`src/inc/uim_defs.svh`:
```
`ifndef UIM_DEFS_SVH
`define UIM_DEFS_SVH
// ---------------------------------------------------------------
// Register offsets (byte addresses of 32-bit words)
// ---------------------------------------------------------------
`define UIM_A_RST   8'h00
`define UIM_A_CTRL  8'h04
`define UIM_A_ADDR  8'h08
`define UIM_A_FC    8'h0C
`define UIM_A_OTGC  8'h10
`define UIM_A_OTGF  8'h14
`define UIM_A_SER   8'h18
`define UIM_A_FLG   8'h1C
`define UIM_A_STK   8'h20
`define UIM_A_MSK   8'h24
`define UIM_A_SOF   8'h28
`define UIM_A_PID   8'h2C
`define UIM_A_EP    8'h30
`define UIM_A_EPM   8'h34
`define UIM_A_OTGM  8'h38
`define UIM_A_PWR   8'h3C
`define UIM_A_PHYC  8'h40
// ---------------------------------------------------------------
// Control bit positions and reset values
// ---------------------------------------------------------------
`define UIM_C_PROC  0
`define UIM_C_CHK   1
`define UIM_C_LSD   2
`define UIM_C_SOFT  6
`define UIM_FC_RST  5'h07
`define UIM_SER_RST 4'h2
`define UIM_PHYC_WM 32'h0004_3FF0
// ---------------------------------------------------------------
// Flag bit positions
// ---------------------------------------------------------------
`define UIM_F_TOK   6
`define UIM_F_SE0   5
`define UIM_F_K     4
`define UIM_F_J     3
`define UIM_F_CRC   2
`define UIM_F_RXA   1
`define UIM_F_RXE   0
// ---------------------------------------------------------------
// Packet codes and check constants
// ---------------------------------------------------------------
`define UIM_LS_SE0  2'h0
`define UIM_LS_J    2'h1
`define UIM_LS_K    2'h2
`define UIM_PID_SOF 4'h5
`define UIM_CRC5_I  5'h1F
`define UIM_CRC5_P  5'h14
`define UIM_CRC16_I 16'hFFFF
`define UIM_CRC16_P 16'hA001
`define UIM_CRC16_R 16'hB001
`endif

```
`src/inc/uim_pkg.sv`:
```
package uim_pkg;
  // Bytes arriving from the transceiver
  typedef struct packed {
    logic       active;
    logic       valid;
    logic       error;
    logic [7:0] data;
  } uim_rx_t;
  // Transceiver function select
  typedef struct packed {
    logic [2:0] opmode;
    logic       termsel;
    logic       xcvrsel;
  } uim_fc_t;
  // Serial-mode drive
  typedef struct packed {
    logic se0;
    logic dat;
    logic txen_n;
    logic fsls;
  } uim_ser_t;
  // On-the-go drive
  typedef struct packed {
    logic ext_vbus_ind;
    logic ext_vbus_drv;
    logic unused5;
    logic chrg_vbus;
    logic dischrg_vbus;
    logic dm_pulldown;
    logic dp_pulldown;
    logic id_pin_pullup;
  } uim_otg_t;
endpackage

```
`src/hw/uim_top.sv`:
```
`timescale 1ns/1ps
`include "uim_defs.svh"
module uim_top
  import uim_pkg::*;
(
  // Clock and reset
  input  wire logic          sys_clk,
  input  wire logic          rst_n,
  // Peripheral register port
  input  wire logic          per_wr,
  input  wire logic          per_rd,
  input  wire logic [7:0]    per_addr,
  input  wire logic [31:0]   per_wdata,
  output logic      [31:0]   per_rdata_q,
  output logic               per_rvalid_q,
  // Transceiver receive stream
  input  wire uim_pkg::uim_rx_t utmi_rx,
  // Asynchronous transceiver levels
  input  wire logic [1:0]    utmi_linestate,
  input  wire logic [5:0]    utmi_otg_status,
  input  wire logic [2:0]    utmi_serial_rx,
  // Transceiver drive
  output uim_pkg::uim_fc_t   fc_q,
  output uim_pkg::uim_otg_t  otg_q,
  output uim_pkg::uim_ser_t  ser_q,
  // Processor port outputs
  output logic [3:0]         port_q
);
  import uim_pkg::*;

  // ---------------------------------------------------------------
  // Register write decode
  // ---------------------------------------------------------------
  wire wr_rst  = per_wr & (per_addr == `UIM_A_RST);   // Soft reset
  wire wr_ctrl = per_wr & (per_addr == `UIM_A_CTRL);
  wire wr_addr = per_wr & (per_addr == `UIM_A_ADDR);
  wire wr_fc   = per_wr & (per_addr == `UIM_A_FC);
  wire wr_otgc = per_wr & (per_addr == `UIM_A_OTGC);
  wire wr_ser  = per_wr & (per_addr == `UIM_A_SER);
  wire wr_flg  = per_wr & (per_addr == `UIM_A_FLG);
  wire wr_stk  = per_wr & (per_addr == `UIM_A_STK);
  wire wr_msk  = per_wr & (per_addr == `UIM_A_MSK);
  wire wr_sof  = per_wr & (per_addr == `UIM_A_SOF);
  wire wr_epm  = per_wr & (per_addr == `UIM_A_EPM);
  wire wr_otgm = per_wr & (per_addr == `UIM_A_OTGM);
  wire wr_pwr  = per_wr & (per_addr == `UIM_A_PWR);
  wire wr_phyc = per_wr & (per_addr == `UIM_A_PHYC);
  wire soft_rst = wr_rst;                 // Any data clears state

  // ---------------------------------------------------------------
  // Manager state
  // ---------------------------------------------------------------
  logic [7:0]  ctrl_q;       // Mode enables
  logic [6:0]  dev_addr_q;   // Device address filter
  logic [6:0]  flg_q;        // Signal flag vector
  logic [6:0]  stk_q;        // Flag stickiness select
  logic [31:0] msk_q;        // Four port masks
  logic [10:0] sof_q;        // Frame number
  logic [3:0]  pid_q;        // Last packet identifier
  logic [4:0]  ep_q;         // Valid bit and endpoint
  logic [15:0] epm_q;        // Endpoint match bits
  logic [31:0] otgm_q;       // OTG flag mask
  logic [8:0]  pwr_q;        // Power signalling data
  logic [31:0] phyc_q;       // Transceiver control store

  wire proc_en = ctrl_q[`UIM_C_PROC];
  wire chk_en  = ctrl_q[`UIM_C_CHK];
  wire lsd_en  = ctrl_q[`UIM_C_LSD];
  wire soft_en = ctrl_q[`UIM_C_SOFT];

  // ---------------------------------------------------------------
  // Pin synchronisers for levels from outside the clock
  // ---------------------------------------------------------------
  // Three stages; a change is taken once stages two and three agree,
  // so a single-cycle glitch in stage two never reaches the logic.
  logic [10:0] s1_q, s2_q, s3_q, pin_q;
  wire  [10:0] pin_raw = {utmi_serial_rx, utmi_otg_status, utmi_linestate};
  always_ff @(posedge sys_clk or negedge rst_n) begin
    if (!rst_n) begin
      s1_q  <= 11'h000;
      s2_q  <= 11'h000;
      s3_q  <= 11'h000;
      pin_q <= 11'h000;
    end else begin
      s1_q <= pin_raw;
      s2_q <= s1_q;
      s3_q <= s2_q;
      if (s2_q == s3_q) begin
        pin_q <= s3_q;
      end
    end
  end
  wire [1:0] ls_s   = pin_q[1:0];
  wire [5:0] otgf_s = pin_q[7:2];
  wire [2:0] serr_s = pin_q[10:8];

  // ---------------------------------------------------------------
  // Check functions
  // ---------------------------------------------------------------
  // Serial order is least significant bit first, so both checks use
  // the reflected polynomial on a right-shifting register.
  function automatic logic [4:0] crc5_f(input logic [10:0] d);
    logic [4:0] c;
    logic       fb;
    c = `UIM_CRC5_I;
    for (int i = 0; i < 11; i++) begin
      fb = c[0] ^ d[i];
      c  = (c >> 1) ^ (fb ? `UIM_CRC5_P : 5'h00);
    end
    return c;
  endfunction

  function automatic logic [15:0] crc16_f(input logic [15:0] ci,
                                          input logic [7:0]  d);
    logic [15:0] c;
    logic        fb;
    c = ci;
    for (int i = 0; i < 8; i++) begin
      fb = c[0] ^ d[i];
      c  = (c >> 1) ^ (fb ? `UIM_CRC16_P : 16'h0000);
    end
    return c;
  endfunction

  // ---------------------------------------------------------------
  // Packet tracking
  // ---------------------------------------------------------------
  logic        rxa_q;        // Receive active, last cycle
  logic [1:0]  cnt_q;        // Bytes seen, saturates at three
  logic [7:0]  pidb_q;       // First byte of packet
  logic [15:0] tok_q;        // Token body bytes
  logic [15:0] crc16_q;      // Running data check

  wire pkt_start = utmi_rx.active & ~rxa_q;
  wire pkt_end   = ~utmi_rx.active & rxa_q;
  wire byte_in   = utmi_rx.active & utmi_rx.valid;

  always_ff @(posedge sys_clk or negedge rst_n) begin
    if (!rst_n) begin
      rxa_q   <= 1'b0;
      cnt_q   <= 2'h0;
      pidb_q  <= 8'h00;
      tok_q   <= 16'h0000;
      crc16_q <= `UIM_CRC16_I;
    end else if (soft_rst) begin
      rxa_q   <= 1'b0;
      cnt_q   <= 2'h0;
      pidb_q  <= 8'h00;
      tok_q   <= 16'h0000;
      crc16_q <= `UIM_CRC16_I;
    end else begin
      rxa_q <= utmi_rx.active;
      if (pkt_start) begin
        cnt_q   <= 2'h0;
        crc16_q <= `UIM_CRC16_I;
      end
      if (byte_in) begin
        // Identifier byte first, then body
        if (cnt_q == 2'h0) begin
          pidb_q <= utmi_rx.data;
        end else begin
          crc16_q <= crc16_f(crc16_q, utmi_rx.data);
        end
        if (cnt_q == 2'h1) tok_q[7:0] <= utmi_rx.data;
        if (cnt_q == 2'h2) tok_q[15:8] <= utmi_rx.data;
        if (cnt_q != 2'h3) cnt_q <= cnt_q + 2'h1;
      end
    end
  end

  // ---------------------------------------------------------------
  // Packet evaluation at end of receive
  // ---------------------------------------------------------------
  wire [3:0]  pid_n   = pidb_q[3:0];
  wire        pid_ok  = (pidb_q[7:4] == ~pidb_q[3:0]);
  wire        is_tok  = (pid_n[1:0] == 2'h1);        // OUT IN SOF SETUP
  wire        is_sof  = (pid_n == `UIM_PID_SOF);
  wire        is_dat  = (pid_n[1:0] == 2'h3);        // DATA0/1/2, MDATA
  wire        crc5_ok = (crc5_f(tok_q[10:0]) == ~tok_q[15:11]);
  wire        chk_ok  = ~chk_en | (pid_ok & crc5_ok);
  wire        tok_rdy = pkt_end & proc_en & is_tok
                        & (cnt_q == 2'h3) & chk_ok;
  wire        adr_hit = (tok_q[6:0] == dev_addr_q);
  wire        tok_acc = tok_rdy & ~is_sof & adr_hit;
  wire        sof_acc = tok_rdy & is_sof;
  wire        crc_bad = pkt_end & proc_en & is_dat
                        & (crc16_q != `UIM_CRC16_R);

  // ---------------------------------------------------------------
  // Flag events
  // ---------------------------------------------------------------
  wire  [6:0] ev;
  wire  [6:0] clr_v = wr_flg ? per_wdata[6:0] : 7'h00;
  assign ev[`UIM_F_TOK] = tok_acc | (sof_acc & soft_en);
  assign ev[`UIM_F_SE0] = lsd_en & (ls_s == `UIM_LS_SE0);
  assign ev[`UIM_F_K]   = lsd_en & (ls_s == `UIM_LS_K);
  assign ev[`UIM_F_J]   = lsd_en & (ls_s == `UIM_LS_J);
  assign ev[`UIM_F_CRC] = crc_bad;
  assign ev[`UIM_F_RXA] = utmi_rx.active;
  assign ev[`UIM_F_RXE] = utmi_rx.error;

  // ---------------------------------------------------------------
  // Per-flag update, one slice per bit
  // ---------------------------------------------------------------
  // Set wins over a software clear in the same cycle, so no event is
  // lost. The two level flags copy their input unless sticky.
  for (genvar i = 0; i < 7; i++) begin : g_flag
    logic nxt;
    wire  keep = (pkt_start | clr_v[i]) ? 1'b0 : flg_q[i];
    always_comb begin
      if (stk_q[i]) begin
        nxt = (flg_q[i] & ~clr_v[i]) | ev[i];
      end else if (i <= `UIM_F_RXA) begin
        nxt = ev[i];
      end else begin
        nxt = keep | ev[i];
      end
    end
    always_ff @(posedge sys_clk or negedge rst_n) begin
      if (!rst_n) begin
        flg_q[i] <= 1'b0;
      end else if (soft_rst) begin
        flg_q[i] <= 1'b0;
      end else begin
        flg_q[i] <= nxt;
      end
    end
  end

  // ---------------------------------------------------------------
  // Port outputs: OR of masked flags
  // ---------------------------------------------------------------
  for (genvar k = 0; k < 4; k++) begin : g_port
    wire hit = |(flg_q & msk_q[k*8 +: 7]);
    always_ff @(posedge sys_clk or negedge rst_n) begin
      if (!rst_n) begin
        port_q[k] <= 1'b0;
      end else begin
        port_q[k] <= hit;
      end
    end
  end

  // ---------------------------------------------------------------
  // Manager configuration and capture registers
  // ---------------------------------------------------------------
  // Cleared by a soft reset; the transceiver drive is not.
  always_ff @(posedge sys_clk or negedge rst_n) begin
    if (!rst_n) begin
      ctrl_q     <= 8'h00;
      dev_addr_q <= 7'h00;
      stk_q      <= 7'h00;
      msk_q      <= 32'h0000_0000;
      sof_q      <= 11'h000;
      pid_q      <= 4'h0;
      ep_q       <= 5'h00;
      epm_q      <= 16'h0000;
      otgm_q     <= 32'h0000_0000;
      pwr_q      <= 9'h000;
      phyc_q     <= 32'h0000_0000;
    end else if (soft_rst) begin
      ctrl_q     <= 8'h00;
      dev_addr_q <= 7'h00;
      stk_q      <= 7'h00;
      msk_q      <= 32'h0000_0000;
      sof_q      <= 11'h000;
      pid_q      <= 4'h0;
      ep_q       <= 5'h00;
      epm_q      <= 16'h0000;
      otgm_q     <= 32'h0000_0000;
      pwr_q      <= 9'h000;
      phyc_q     <= 32'h0000_0000;
    end else begin
      // Reserved bit 3 never stores
      if (wr_ctrl) ctrl_q <= per_wdata[7:0] & 8'hF7;
      if (wr_addr) dev_addr_q <= per_wdata[6:0];
      if (wr_stk)  stk_q <= per_wdata[6:0];
      if (wr_msk)  msk_q <= per_wdata;
      if (wr_epm)  epm_q <= per_wdata[15:0];
      if (wr_otgm) otgm_q <= per_wdata;
      if (wr_pwr)  pwr_q <= per_wdata[8:0];
      if (wr_phyc) phyc_q <= per_wdata & `UIM_PHYC_WM;
      // Received frame number overrides a same-cycle write
      if (sof_acc) sof_q <= tok_q[10:0];
      else if (wr_sof) sof_q <= per_wdata[10:0];
      if (byte_in && cnt_q == 2'h0) pid_q <= utmi_rx.data[3:0];
      if (tok_acc) ep_q <= {1'b1, tok_q[10:7]};
    end
  end

  // ---------------------------------------------------------------
  // Transceiver drive registers
  // ---------------------------------------------------------------
  always_ff @(posedge sys_clk or negedge rst_n) begin
    if (!rst_n) begin
      fc_q  <= `UIM_FC_RST;
      otg_q <= 8'h00;
      ser_q <= `UIM_SER_RST;
    end else begin
      if (wr_fc)   fc_q  <= per_wdata[4:0];
      if (wr_otgc) otg_q <= per_wdata[7:0] & 8'hDF;
      if (wr_ser)  ser_q <= per_wdata[3:0];
    end
  end

  // ---------------------------------------------------------------
  // Read selection
  // ---------------------------------------------------------------
  // Full words only; unmapped offsets read zero.
  wire [31:0] rd_mux =
      ({32{per_addr == `UIM_A_CTRL}} & {24'h0, ctrl_q})
    | ({32{per_addr == `UIM_A_ADDR}} & {25'h0, dev_addr_q})
    | ({32{per_addr == `UIM_A_FC}}   & {27'h0, fc_q})
    | ({32{per_addr == `UIM_A_OTGC}} & {24'h0, otg_q})
    | ({32{per_addr == `UIM_A_OTGF}} & {26'h0, otgf_s})
    | ({32{per_addr == `UIM_A_SER}}  & {25'h0, serr_s, ser_q})
    | ({32{per_addr == `UIM_A_FLG}}  & {25'h0, flg_q})
    | ({32{per_addr == `UIM_A_STK}}  & {25'h0, stk_q})
    | ({32{per_addr == `UIM_A_MSK}}  & msk_q)
    | ({32{per_addr == `UIM_A_SOF}}  & {21'h0, sof_q})
    | ({32{per_addr == `UIM_A_PID}}  & {28'h0, pid_q})
    | ({32{per_addr == `UIM_A_EP}}   & {27'h0, ep_q})
    | ({32{per_addr == `UIM_A_EPM}}  & {16'h0, epm_q})
    | ({32{per_addr == `UIM_A_OTGM}} & otgm_q)
    | ({32{per_addr == `UIM_A_PWR}}  & {23'h0, pwr_q})
    | ({32{per_addr == `UIM_A_PHYC}} & phyc_q);

  // Read answer one cycle after the strobe
  always_ff @(posedge sys_clk or negedge rst_n) begin
    if (!rst_n) begin
      per_rdata_q  <= 32'h0000_0000;
      per_rvalid_q <= 1'b0;
    end else begin
      per_rvalid_q <= per_rd;
      if (per_rd) per_rdata_q <= rd_mux;
    end
  end

  // ---------------------------------------------------------------
  // Assertions
  // ---------------------------------------------------------------
  soft_reset_a: assert property (@(posedge sys_clk) disable iff (!rst_n)
    wr_rst |=> (ctrl_q == 8'h00 && flg_q == 7'h00
                && ep_q == 5'h00 && fc_q == $past(fc_q)))
    else $error("soft reset left state");
  token_gate_a: assert property (@(posedge sys_clk) disable iff (!rst_n)
    $rose(flg_q[`UIM_F_TOK]) |-> $past(proc_en))
    else $error("token flag without processing");
  addr_store_a: assert property (@(posedge sys_clk) disable iff (!rst_n)
    (wr_addr && !wr_rst) |=> dev_addr_q == $past(per_wdata[6:0]))
    else $error("device address not stored");
  fc_drive_a: assert property (@(posedge sys_clk) disable iff (!rst_n)
    wr_fc |=> fc_q == $past(per_wdata[4:0]))
    else $error("function control not driven");
  otg_mirror_a: assert property (@(posedge sys_clk) disable iff (!rst_n)
    (per_rd && per_addr == `UIM_A_OTGF)
      |=> per_rvalid_q && per_rdata_q == {26'h0, $past(otgf_s)})
    else $error("otg flags not mirrored");
  sticky_hold_a: assert property (@(posedge sys_clk) disable iff (!rst_n)
    !soft_rst |=> ($past(flg_q & stk_q & ~clr_v) & ~flg_q) == 7'h00)
    else $error("sticky flag dropped");
  port_or_a: assert property (@(posedge sys_clk) disable iff (!rst_n)
    1'b1 |=> port_q[0] == $past(|(flg_q & msk_q[6:0])))
    else $error("port output not masked or");
  rxa_follow_a: assert property (@(posedge sys_clk) disable iff (!rst_n)
    (!stk_q[`UIM_F_RXA] && !soft_rst)
      |=> flg_q[`UIM_F_RXA] == $past(utmi_rx.active))
    else $error("rx active flag not following");
  pkt_clear_a: assert property (@(posedge sys_clk) disable iff (!rst_n)
    (pkt_start && !stk_q[`UIM_F_CRC] && !crc_bad)
      |=> !flg_q[`UIM_F_CRC])
    else $error("non-sticky flag not cleared");
endmodule

```
`config.mk`:
```
export PLATFORM = sky130hd
export DESIGN_NAME = uim_top
export DESIGN_NICKNAME = d
export VERILOG_FILES = /design/src/inc/uim_pkg.sv /design/src/hw/uim_top.sv
export VERILOG_INCLUDE_DIRS = /design/src /design/src/inc
export SDC_FILE = /design/constraint.sdc
export NUM_CORES = 1
export LEC_CHECK = 0
export BUFFER_PORTS_ARGS = -buffer_cell sky130_fd_sc_hd__buf_2
export CAP_MARGIN = 40
export CORE_ASPECT_RATIO = 0.6
export CORE_MARGIN = 2
export CORE_UTILIZATION = 50
export CTS_CLUSTER_SIZE = 14
export DETAILED_ROUTE_END_ITERATION = 10
export GPL_ROUTABILITY_DRIVEN = 1
export GPL_TIMING_DRIVEN = 0
export PLACE_DENSITY = 0.69
export SKIP_LAST_GASP = 1
export SLEW_MARGIN = 25
export SYNTH_ARGS = -nofsm -noshare
export SYNTH_HDL_FRONTEND = slang
export SYNTH_SLANG_ARGS = --single-unit
```
`constraint.sdc`:
```
create_clock -name sys_clk -period 7.46 [get_ports sys_clk]
set_clock_uncertainty 0.15 [all_clocks]
set_input_delay 1.119 -clock sys_clk [delete_from_list [all_inputs] [get_ports sys_clk]]
set_output_delay 1.119 -clock sys_clk [all_outputs]
set_load 0.02 [all_outputs]
```
# Word level (Yosys, flattened, before mapping)
# Index checks and enable logic that the tools add are counted.
# op_classes
addsub	1
eq_ne	30
muxes	78
n_bitwise	142
n_reduce_logical	26
# ops
operator	n
OR 32 bit	15
2-to-1 mux 16 bit	16
2-to-1 mux 32 bit	6
AND 32 x 7 -> 32 bit	4
XOR 15 x 16 -> 16 bit	8
AND 32 bit	3
2-to-1 mux 5 bit	13
AND 32 x 5 -> 32 bit	2
AND 32 x 8 -> 32 bit	2
equality test 8 x 6 -> 1 bit (second input constant)	8
2-to-1 mux 8 bit	7
XOR 4 x 5 -> 5 bit	10
AND 1 bit	38
2-to-1 mux 7 bit	5
2-to-1 mux 11 bit	3
AND 32 x 11 -> 32 bit	1
AND 32 x 16 -> 32 bit	1
AND 32 x 4 -> 32 bit	1
AND 32 x 6 -> 32 bit	1
AND 32 x 9 -> 32 bit	1
equality test 8 x 5 -> 1 bit (second input constant)	4
AND 7 bit	4
nonzero test 2 bit	14
OR reduction 7 bit	4
27 further kinds	106
# totals
regBits	310
inputBits	66
out_inout_bits	54
wordCells	325

# Logic depth before layout (Yosys ltp)
# logic_depth
ltp_word	42
ltp_mapped	9

# Least setup slack after synthesis
# OpenSTA, ideal clock, no wires.
# synth_timing
path_kind	input to register
from	in per_addr[5]
to	reg per_rdata_q[0]
setup_time_ns	0.125
arrival_ns	2.824
setup_slack_ns	4.361
cell_stages	7
path_cell_list	clkbuf_1 buf_1 buf_2 mux4_2 a22oi_1 a21oi_1 mux2_2
# synth_via
elab_chain_cells	17
# synth_lines
element	line	source
start: declaration	uim_top.sv:12	input wire logic [7:0] per_addr,
equality test 8 x 3 -> 1 bit (no line) or equality test 8 x 4 -> 1 bit (tied branches)	--	
AND 32 x 8 -> 32 bit or AND 32 x 7 -> 32 bit (tied branches)	uim_top.sv:311, uim_top.sv:312	
OR 32 bit (14 in a row)	uim_top.sv:311	({32{per_addr == `UIM_A_CTRL}} & {24'h0, ctrl_q})
OR 32 bit *	uim_top.sv:311	
end signal: assignment	uim_top.sv:335	if (per_rd) per_rdata_q <= rd_mux;
end: declaration	uim_top.sv:14	output logic [31:0] per_rdata_q,
# Mark *: on every way between the ends. The rest lies on a longest branch, timed or not.
# A chain may end at the register's enable or synchronous reset.

# Worst setup path after layout
# layout_timing
from	in per_addr[7]
to	reg epm_q[10]
# layout_via
elab_chain_cells	3
# layout_lines
element	line	source
equality test 8 x 6 -> 1 bit (no line) or logical NOT 8 bit (tied branches)	--	
AND 1 bit, on equally long branches	uim_top.sv:44, uim_top.sv:34	
nonzero test 2 bit (no line) or 2-to-1 mux 16 bit (tied branches)	--	
end signal: assignment	uim_top.sv:279	if (wr_epm) epm_q <= per_wdata[15:0];
end: declaration	uim_top.sv:61	logic [15:0] epm_q;
# Parallel ways exist; a longest one is shown, timed or not.

==> results.py <==
metrics = {
    "die": {
        "die-area_sq_um": 28300,
        "core_area_sq_um": 26400,
        "placementRows": 46,
        "chipWidth_um": 216,
        "ios": 120,
        "start_util": 0.509,
        "die_h_um": 131,
    },
    "yosys": {
        "synthDominantCellAreaShare": 0.499,
        "syn_avg_cell_area_sq_um": 10.4,
        "syn_area_sq_um": 13400,
        "netlist_instances": 1299,
        "synth_nets": 1369,
        "synth_common_cells": "dfrtp_1 (268), a21oi_1 (139), nand2_1 (136), nand3_1 (117), nor2_1 (109)",
        "ys_seq_elements": 288,
        "synth_top_area_cell": "dfrtp_1",
        "synth.area.top_cells": "dfrtp_1 (50%), a21oi_1 (5.2%), nand3_1 (4.4%)",
        "ys.flop_type": "dfrtp_1",
        "synth_edf_count": 0,
        "yosysMostFrequentCell": "dfrtp_1",
        "seq_area_frac_synth": 0.538,
        "yosysWarnings": 0,
        "ys_types": 62,
        "async_reset_ff_frac": 1.00,
    },
    "cts": {
        "clkTransAtPathRegs_ns": 0.06,
        "cts_hold_buf": 0,
        "cts-root-buf": "clkbuf_16",
        "clkSinkCount": 288,
        "cts_tree": "yes",
        "post_cts_resized": 0,
        "h-tree-depth": 1,
        "post_cts_buffers": 0,
        "cts.path.max_buffers": 3,
        "clk_latency_ns": 0.56,
        "cts_buffers": 28,
    },
    "timing": {
        "rsz0062_at_grt": "false",
        "setup_viol": 0,
        "relSlewSlack": 0.399,
        "finalHoldViolations": 0,
        "worst_pin_slew_ns": 0.902,
        "finalCritPeriodShare": 0.499,
        "slew_violations": 0,
        "post-route-min-period_ns": 3.72,
        "max_freq_mhz": 268,
    },
    "min_path": {
        "hold_start": "s1_q[3]",
        "hold_class": "flop to flop",
    },
    "final_layout": {
        "drive_gt1_frac": 0.179,
        "final_area_sq_um": 15500,
        "fin_util": 0.585,
        "syn_to_final_growth_pct": 15.0,
        "nNetsFinal": 1518,
    },
    "global_route": {
        "grt_first_pass_wirelength_mm": 65.4,
        "grt_pass1_vias": 10582,
        "overflow": 0,
        "grt.total_usage": 0.309,
        "grt_max_degree": 82,
        "antenna_found_initial": 1,
    },
    "worst_setup_path": {
        "critPathCaptureType": "flop",
        "worstSetupPathType": "input port to flop",
        "setup.worst_path.start": "per_addr[7]",
        "crit_fanout": 10,
        "cp.required_ns": 7.72,
        "worst_setup_path_start_kind": "input port",
        "reg2reg_slack_ns": 4.78,
        "reg2reg_from": "tok_q[1]",
        "crit_arrival_ns": 3.98,
    },
    "power_and_ir_drop": {
        "irDropWorstVdd_uv": 189,
        "leakage_nw": 7.01,
        "power.density_nw_per_um2": 280,
    },
    "drt": {
        "routed_wl_mm": 43.7,
        "drc": 0,
        "final_antenna_net_count": 0,
        "vias": 11385,
        "post_drt_wl_per_cell_um": 23.9,
        "vias_per_cell": 6.22,
        "drt-pass1-iter-count": 8,
        "drt-initial-drc-count": 1606,
    },
    "place": {
        "dp_hpwl_mm": 32.2,
        "port_buffers": 113,
        "placed_area_sq_um": 14600,
        "gp_congestion": 1.01,
    },
    "status": {
        "run_status": "complete, no violations",
    },
    "run": {
        "maxCapViolCount": 0,
    },
}
-- logic make-up (layout without fill, tap and decap cells) --
group / count (synthesis) / after routing / share of synthesized area
xor gates and xnor gates: 59 / 59 / 0.0461
adders and majority gates: 4 / 4 / 0.00372
and+or+nand+nor: 428 / 428 / 0.145
muxes: 90 / 90 / 0.0748
buffers and inverters: 110 / 279 / 0.0332
AOI/OAI and AO/OA: 319 / 319 / 0.159
other: 1 / 2 / 0.000279
DFF: 288 / 288 / 0.538
-- state kept, by name, indices dropped and copies added (netlist names), 5 cells and up --
signal       count
msk_q           32
otgm_q          32
per_rdata_q     32
crc16_q         16
epm_q           16
tok_q           16
phyc_q          11
pin_q           11
s1_q            11
s2_q            11
s3_q            11
sof_q           11
pwr_q            9
pidb_q           8
ctrl_q           7
dev_addr_q       7
flg_q            7
otg_q            7
stk_q            7
ep_q             5
fc_q             5
-- placed cells by master (no fill, tap or decap), types with 31 or more instances in the layout --
| cell type | instances |
|---|---|
| a21oi_1 | 139 |
| a22oi_1 | 46 |
| buf_2 | 118 |
| clkbuf_1 | 93 |
| dfrtp_1 | 268 |
| mux2_2 | 34 |
| mux2i_1 | 51 |
| nand2_1 | 136 |
| nand3_1 | 117 |
| nor2_1 | 109 |
| xnor2_1 | 31 |
-- final cells by class --
| cell class | count | area (sq um) |
|---|---|---|
| fill | 2322 | 11000 |
| sequential | 288 | 7230 |
| multi-input combinational | 901 | 5770 |
| clock buffer | 45 | 845 |
| timing repair buffer | 119 | 679 |
| tap | 360 | 450 |
| buffer | 103 | 420 |
| clock inverter | 5 | 38.8 |
| inverter | 7 | 26.3 |
| antenna | 1 | 2.50 |
-- report_power, final --
group,total (mW),switching [mW],internal [mW]
registers,1.94,0.173,1.76
logic,1.01,0.548,0.464
clock network,1.39,0.615,0.772
-- worst max-delay path, stage by stage --
cell      delay, ns
buf_2          0.11
nor2_1         0.51
nand3_1        0.42
nor2_1         0.75
nand2_1        0.45
clkbuf_1       0.38
nand2_1        0.16
a21oi_1        0.07
-- stage by stage --
| stage | setup slack, ns | instances | hold slack [ns] | setup TNS (ns) | power (mW) |
|---|---|---|---|---|---|
| floorplan | 4.36 | 1299 | 0.181 | 0 | 2.67 |
| global placement | -0.276 | 1772 | 0.183 | -64.56 | 2.92 |
| detailed placement | 3.40 | 1776 | 0.186 | 0 | 2.96 |
| CTS | 3.98 | 1826 | 0.194 | 0 | 4.33 |
| global route | 3.64 | 1829 | 0.203 | 0 | 4.51 |
| finish | 3.74 | 1829 | 0.194 | 0 | 4.34 |
-- layer usage --
metal,up-vias,wire length [um],part of all wire,track usage
met5,-,0,0,0
met4,0,1120,0.026,0.0686
met3,80,6150,0.14,0.115
met2,723,17000,0.39,0.414
met1,5628,19500,0.45,0.471
li1,4954,-,-,-
-- path summary, 6_finish.rpt --
check,cells past startpoint,to
setup / recovery,8,epm_q[10]
hold / removal,0,s2_q[3]
setup reg to reg,9,sof_q[10]
hold reg to reg,0,s2_q[3]
max in group asynchronous,2,otgm_q[15]
min in group asynchronous,1,s1_q[7]
Power figures use the tool's default switching activity.
